==> config.mk <==
export PLATFORM = sky130hd
export DESIGN_NAME = bms_block_move
export DESIGN_NICKNAME = d
export VERILOG_FILES = /design/src/hw/bms_pkg.sv /design/src/hw/bms_block_move.sv
export SDC_FILE = /design/constraint.sdc
export NUM_CORES = 1
export LEC_CHECK = 0
export BUFFER_PORTS_ARGS = -buffer_cell sky130_fd_sc_hd__buf_2
export CORE_MARGIN = 2
export CORE_UTILIZATION = 54
export DETAILED_ROUTE_END_ITERATION = 7
export PLACE_DENSITY = 0.76
export SLEW_MARGIN = 30
export SYNTH_ARGS = -nofsm -noshare
export SYNTH_HDL_FRONTEND = slang
export SYNTH_SLANG_ARGS = --single-unit
==> constraint.sdc <==
create_clock -name ref_clk -period 3.6 [get_ports ref_clk]
set_clock_uncertainty 0.05 [all_clocks]
set_input_delay 0.36 -clock ref_clk [delete_from_list [all_inputs] [get_ports ref_clk]]
set_output_delay 0.36 -clock ref_clk [all_outputs]
set_load 0.05 [all_outputs]
==> src/hw/bms_pkg.sv <==
// package for the block-move sequencer: widths, timing, state and carrier types
package bms_pkg;
	localparam int ADDR_W = 16;
	localparam int DATA_W = 8;
	localparam int CNT_W = 16;
	localparam int BYTE_CNT_W = 8;
	// fixed overhead and per-byte cost in states
	localparam int SETUP_STATES = 8;
	localparam int BYTE_STATES = 4;
	localparam logic [3:0] SETUP_LAST = 4'(SETUP_STATES - 1);
	localparam logic [1:0] BYTE_LAST = 2'(BYTE_STATES - 1);
	localparam logic [CNT_W-1:0] CNT_ZERO = 16'h0000;
	localparam logic [CNT_W-1:0] CNT_ONE = 16'h0001;
	localparam logic [ADDR_W-1:0] PTR_STEP = 16'h0001;
	// phases inside one byte iteration
	localparam logic [1:0] PH_READ = 2'h0;
	localparam logic [1:0] PH_WRITE = 2'h2;

	typedef enum logic [1:0] {
		BMS_IDLE,
		BMS_SETUP,
		BMS_MOVE
	} bms_state_t;

	// operands handed over by the cpu at instruction start
	typedef struct packed {
		logic word_form;
		logic [CNT_W-1:0] count;
		logic [ADDR_W-1:0] src;
		logic [ADDR_W-1:0] dst;
	} bms_operands_t;

	// cpu internal bus request
	typedef struct packed {
		logic rd;
		logic wr;
		logic [ADDR_W-1:0] addr;
		logic [DATA_W-1:0] wdata;
	} bms_bus_req_t;

	typedef struct packed {
		bms_state_t state;
		logic word_form;
		logic [3:0] setup_cnt;
		logic [1:0] phase;
		logic [CNT_W-1:0] count;
		logic [ADDR_W-1:0] src;
		logic [ADDR_W-1:0] dst;
		logic [DATA_W-1:0] data;
		bms_bus_req_t bus;
		logic done;
	} bms_regs_t;
endpackage : bms_pkg

==> src/hw/bms_block_move.sv <==
// block-move sequencer: copies bytes from source to destination under a count
// What this block does
// RULE1 - byte form: zero low count byte means no transfer, go to next instruction
// RULE2 - byte form: copy byte, bump both pointers, decrement 8-bit count until zero
// RULE3 - word form: zero 16-bit count means no transfer, go to next instruction
// RULE4 - word form: copy byte, bump both pointers, decrement 16-bit count until zero
// RULE5 - instruction takes eight states plus four states per byte moved
// RULE6 - condition-code flags untouched; no interrupt between byte transfers
module bms_block_move (
	// clock and reset
	input wire logic ref_clk,
	input wire logic rstn,
	// instruction start and operands
	input wire logic start,
	input wire bms_pkg::bms_operands_t operands,
	// memory bus
	output bms_pkg::bms_bus_req_t bus_req,
	input wire logic [bms_pkg::DATA_W-1:0] bus_rdata,
	// results back to the register file
	output logic busy,
	output logic done,
	output logic irq_block,
	output logic [bms_pkg::CNT_W-1:0] count_word,
	output logic [bms_pkg::ADDR_W-1:0] source_pointer,
	output logic [bms_pkg::ADDR_W-1:0] dest_pointer
);
	logic rst_meta_reg;
	logic rst_sync_reg;
	bms_pkg::bms_regs_t s_reg;
	bms_pkg::bms_regs_t s_next;
	logic [bms_pkg::CNT_W-1:0] eff_count;

	// reset release synchroniser
	always_ff @(posedge ref_clk or negedge rstn)
	begin
		if (!rstn)
		begin
			rst_meta_reg <= 1'b0;
			rst_sync_reg <= 1'b0;
		end
		else
		begin
			rst_meta_reg <= 1'b1;
			rst_sync_reg <= rst_meta_reg;
		end
	end

	// byte form looks only at the low byte
	always_comb
	begin
		if (operands.word_form)
			eff_count = operands.count; // RULE3
		else
			eff_count = {{(bms_pkg::CNT_W-bms_pkg::BYTE_CNT_W){1'b0}},
				operands.count[bms_pkg::BYTE_CNT_W-1:0]}; // RULE1
	end

	// count test in the width of the form in use
	function automatic logic count_equals(
		input logic word_form,
		input logic [bms_pkg::CNT_W-1:0] count,
		input logic [bms_pkg::CNT_W-1:0] value
	);
		logic hit;
		if (word_form)
			hit = (count == value); // RULE3 RULE4
		else
			hit = (count[bms_pkg::BYTE_CNT_W-1:0] == value[bms_pkg::BYTE_CNT_W-1:0]); // RULE1 RULE2
		return hit;
	endfunction : count_equals

	// pointer advance after each byte
	function automatic logic [bms_pkg::ADDR_W-1:0] ptr_advance(
		input logic [bms_pkg::ADDR_W-1:0] ptr
	);
		return ptr + bms_pkg::PTR_STEP;
	endfunction : ptr_advance

	// count step after each byte
	function automatic logic [bms_pkg::CNT_W-1:0] count_step(
		input logic [bms_pkg::CNT_W-1:0] count
	);
		return count - bms_pkg::CNT_ONE;
	endfunction : count_step

	// strobes and done last one cycle unless raised again
	function automatic bms_pkg::bms_regs_t clear_pulses(
		input bms_pkg::bms_regs_t cur
	);
		bms_pkg::bms_regs_t nxt;
		nxt = cur;
		nxt.done = 1'b0;
		nxt.bus.rd = 1'b0;
		nxt.bus.wr = 1'b0;
		return nxt;
	endfunction : clear_pulses

	// idle: take the operands on start
	function automatic bms_pkg::bms_regs_t idle_step(
		input bms_pkg::bms_regs_t cur,
		input logic go,
		input bms_pkg::bms_operands_t ops,
		input logic [bms_pkg::CNT_W-1:0] count
	);
		bms_pkg::bms_regs_t nxt;
		nxt = cur;
		if (go)
		begin
			nxt.state = bms_pkg::BMS_SETUP;
			nxt.word_form = ops.word_form;
			nxt.count = count;
			nxt.src = ops.src;
			nxt.dst = ops.dst;
			nxt.setup_cnt = '0;
		end
		return nxt;
	endfunction : idle_step

	// setup: fixed overhead, then finish or issue the first read
	function automatic bms_pkg::bms_regs_t setup_step(
		input bms_pkg::bms_regs_t cur
	);
		bms_pkg::bms_regs_t nxt;
		nxt = cur;
		nxt.setup_cnt = cur.setup_cnt + 4'h1;
		if (cur.setup_cnt == bms_pkg::SETUP_LAST) // RULE5
		begin
			if (count_equals(cur.word_form, cur.count, bms_pkg::CNT_ZERO)) // RULE1 RULE3
			begin
				nxt.state = bms_pkg::BMS_IDLE;
				nxt.done = 1'b1;
			end
			else
			begin
				nxt.state = bms_pkg::BMS_MOVE;
				nxt.phase = bms_pkg::PH_READ;
				nxt.bus.rd = 1'b1;
				nxt.bus.addr = cur.src;
			end
		end
		return nxt;
	endfunction : setup_step

	// move: read, hold, write, advance; four states per byte
	function automatic bms_pkg::bms_regs_t move_step(
		input bms_pkg::bms_regs_t cur,
		input logic [bms_pkg::DATA_W-1:0] rdata
	);
		bms_pkg::bms_regs_t nxt;
		logic [1:0] phase_inc;
		nxt = cur;
		phase_inc = cur.phase + 2'h1;
		nxt.phase = phase_inc;
		// read data stands while rd is high
		if (cur.phase == bms_pkg::PH_READ)
		begin
			nxt.data = rdata; // RULE2 RULE4
		end
		if (phase_inc == bms_pkg::PH_WRITE)
		begin
			nxt.bus.wr = 1'b1;
			nxt.bus.addr = cur.dst;
			nxt.bus.wdata = cur.data; // RULE2 RULE4
		end
		if (cur.phase == bms_pkg::BYTE_LAST) // RULE5
		begin
			nxt.src = ptr_advance(cur.src); // RULE2 RULE4
			nxt.dst = ptr_advance(cur.dst); // RULE2 RULE4
			nxt.count = count_step(cur.count); // RULE2 RULE4
			nxt.phase = bms_pkg::PH_READ;
			if (count_equals(cur.word_form, cur.count, bms_pkg::CNT_ONE)) // RULE2 RULE4
			begin
				nxt.state = bms_pkg::BMS_IDLE;
				nxt.done = 1'b1;
			end
			else
			begin
				nxt.bus.rd = 1'b1;
				nxt.bus.addr = ptr_advance(cur.src);
			end
		end
		return nxt;
	endfunction : move_step

	// one step of the sequencer per clock
	always_comb
	begin
		s_next = clear_pulses(s_reg);
		case (s_reg.state)
			bms_pkg::BMS_IDLE:
			begin
				s_next = idle_step(s_next, start, operands, eff_count);
			end
			bms_pkg::BMS_SETUP:
			begin
				s_next = setup_step(s_next);
			end
			bms_pkg::BMS_MOVE:
			begin
				s_next = move_step(s_next, bus_rdata);
			end
			default:
			begin
				s_next.state = bms_pkg::BMS_IDLE;
			end
		endcase
	end

	// state register
	always_ff @(posedge ref_clk or negedge rst_sync_reg)
	begin
		if (!rst_sync_reg)
			s_reg <= '{state: bms_pkg::BMS_IDLE, default: '0};
		else
			s_reg <= s_next;
	end

	// outputs straight from the state register
	assign bus_req = s_reg.bus;
	assign busy = (s_reg.state != bms_pkg::BMS_IDLE);
	assign irq_block = busy; // RULE6
	assign done = s_reg.done;
	assign source_pointer = s_reg.src;
	assign dest_pointer = s_reg.dst;
	// byte form returns zero in the high count byte
	assign count_word = s_reg.count;
endmodule : bms_block_move

==> results.yml <==
timing:
  rsz0062_at_grt: "no"
  fmax_mhz: 340
  maxSlewHeadroom_pct: 41.3
  finalHoldViolations: 0
  fin_crit_sh_pct: 81.6
  tns_ps: 0
  setup_ws_ps: 663
  layout_min_cycle_time_ps: 2940
  setup_violations: 0
  slew_viol_final: 0
  worst_slew_pin_slew_ps: 881
setup_path:
  worstPathMaxFanout: 21
  crit_path_start_kind: "flip-flop"
  crit_path_end_kind: "flip-flop"
  reg2reg_from: "count_word[12]"
  crit_required_ps: 3770
  crit_start: "count_word[12]"
  worst_ep_arrival_time_ps: 3110
  path_class: "reg -> reg"
floorplanning:
  fp.coreArea_sq_um: 11000
  fp.dieW_um: 111
  ios: 137
  rows: 38
  die_area_sq_um: 12200
  die-height_um: 111
  start_util_pct: 55.9
clock_tree:
  clkLatencyLatePin_ps: 360
  clk_pin_slew_ps: 60
  postCtsSetupBuffers: 0
  cts_made_buffers: 9
  cts.sinks: 94
  htreeDepth: 3
  clk_path_buf_depth: 2
  cts_tree: "yes"
  cts-root-buf: "clkbuf_16"
  cts_resized: 0
synthesis:
  ys_types: 55
  yosysSeqAreaShare_pct: 38.3
  synth_area_sq_um: 6140
  synth_top_area_cell: "dfrtp_1"
  netlist_instances: 723
  syn_nets: 795
  async_flop_share_pct: 100
  yosysWarningCount: 0
  yosysTopAreaCellShare_pct: 38.3
  synth_enable_flop_cells: 0
  synth_flop_cell: "dfrtp_1"
  synth_seq_cells: 94
  yosys-top-cells-area: "dfrtp_1, buf_4, o21ai_0"
  avgSynthCellArea_sq_um: 8.50
drt:
  drtIter0Drc: 521
  wl_per_cell_um: 19.0
  drc: 0
  drt_first_pass_iters: 5
  antenna_left: 0
  routed_via_density: 6.21
  drt-total-wl_um: 17300
  vias: 5653
placed_design:
  port_buffers: 136
  dp_hpwl_um: 11900
  place_ws_ps: 719
  gp_congestion: 0.900
power:
  internal-power_w: 0.00270
  p_leak_nw: 3.11
  pwr-share-clk_pct: 17.3
  combPwrFrac_pct: 50.7
  swShare_pct: 53.0
  ir_worst_vdd_mv: 0.541
  total_power_w: 0.00574
  power.share.sequential_pct: 32.1
  power.switching_w: 0.00305
  power.density_nw_per_um2: 862
flow_run:
  cap_violations: 0
status:
  outcome: "finished, final reports clean"
final_layout:
  layout_commonest_cell: "buf_2"
  fin_nets: 837
  largest_reg_flops: 26
  area_growth_pct: 8.47
  fin_util_pct: 60.7
  drive_above_1_share_pct: 23.9
  layout_common_cells: "buf_2, dfrtp_1, o21ai_0"
grt:
  grtUsageTotal_pct: 28.1
  grt_pass1_vias: 5420
  antenna_found_initial: 2
  grt_max_degree: 59
  grt_pass1_wl_um: 27900
  overflow: 0
worst_hold_path:
  min_path_type: "in -> reg"
  hold_start: "bus_rdata[2]"
## cell usage after synthesis, types with 5 or more instances
library cell,n
mux2_2,10
nor3_1,14
o22ai_1,7
a22oi_1,22
and2_1,5
nor4_1,8
dfrtp_1,94
nand2_1,65
o31ai_1,9
xnor2_1,11
and3_1,9
o211ai_1,12
nand4_1,6
nor2_1,61
a32oi_1,10
clkbuf_1,35
nand3_1,24
o21ai_0,87
a31oi_1,8
mux2i_1,20
buf_4,76
inv_1,22
ha_1,12
a21oi_1,35
nand2b_1,12
## per-stage QoR
step                      hold WS, ps  std cells  instance area [sq um]
after global placement           94.4        893                   6350
after detailed placement         96.2        893                   6350
final                             186        911                   6670
after global routing              187        910                   6660
after floorplan                  14.4        723                   6140
after CTS                         181        910                   6660
## routing by layer
layer	global-route usage, %	wire length [um]	up-vias
met4	9.17	337	2
met3	5.96	1560	29
met1	37.4	7190	2719
met5	0	13	-
met2	45.8	8200	314
li1	-	-	2589
## worst paths after layout
path	endpoint	slack (ps)	cells after the start
max	bus_req[15]	660	6
min	s_reg[29]	190	2
max reg2reg	bus_req[15]	660	6
min reg2reg	s_reg[85]	310	0
max in group asynchronous	bus_req[15]	2400	1
min in group asynchronous	rst_sync_reg	260	2
## power by group through the flow
stage	clock, W	sequential, W	combinational [W]
2_1_floorplan	0	0.00168	0.00264
3_3_place_gp	0	0.00183	0.00282
3_5_place_dp	0	0.00184	0.00288
4_1_cts	0.000999	0.00183	0.00289
5_1_grt	0.00104	0.00190	0.00310
6_report	0.000992	0.00184	0.00291
## cell type report
class,instances,area (sq um)
fillers,976,4320
multi-input cells,487,2950
flip-flops and latches,94,2360
repair buffers,150,788
clock buffers,13,260
well taps,140,175
inverters,23,86.3
clock inverters,3,42.5
diodes,1,2.50
## kinds of logic (layout without fill, tap and decap cells)
logic type                 Yosys count  after routing  share of synthesized area [%]
AOI/OAI and AO/OA                  210            210                           21.5
muxes                               30             30                           5.09
other                                1              2                         0.0610
adders and majority gates           12             12                           2.44
buffers and inverters              142            189                           13.6
xor gates and xnor gates            12             12                           1.71
DFF                                 94             94                           38.3
and+or+nand+nor                    222            222                           17.2
## critical path: stages (launching register included)
cell and delay, ps:
dfrtp_1 470, nor4_4 450, a31oi_4 220, nor2_2 430
a21o_1 680, or2_2 350, o211ai_1 130
## what timing repair did
action,CTS,global route
endpoints found under the hold margin,2,0
endpoints found under the setup margin,0,0
hold buffers,1,0
Note: power is estimated with default switching activity, not from simulation.
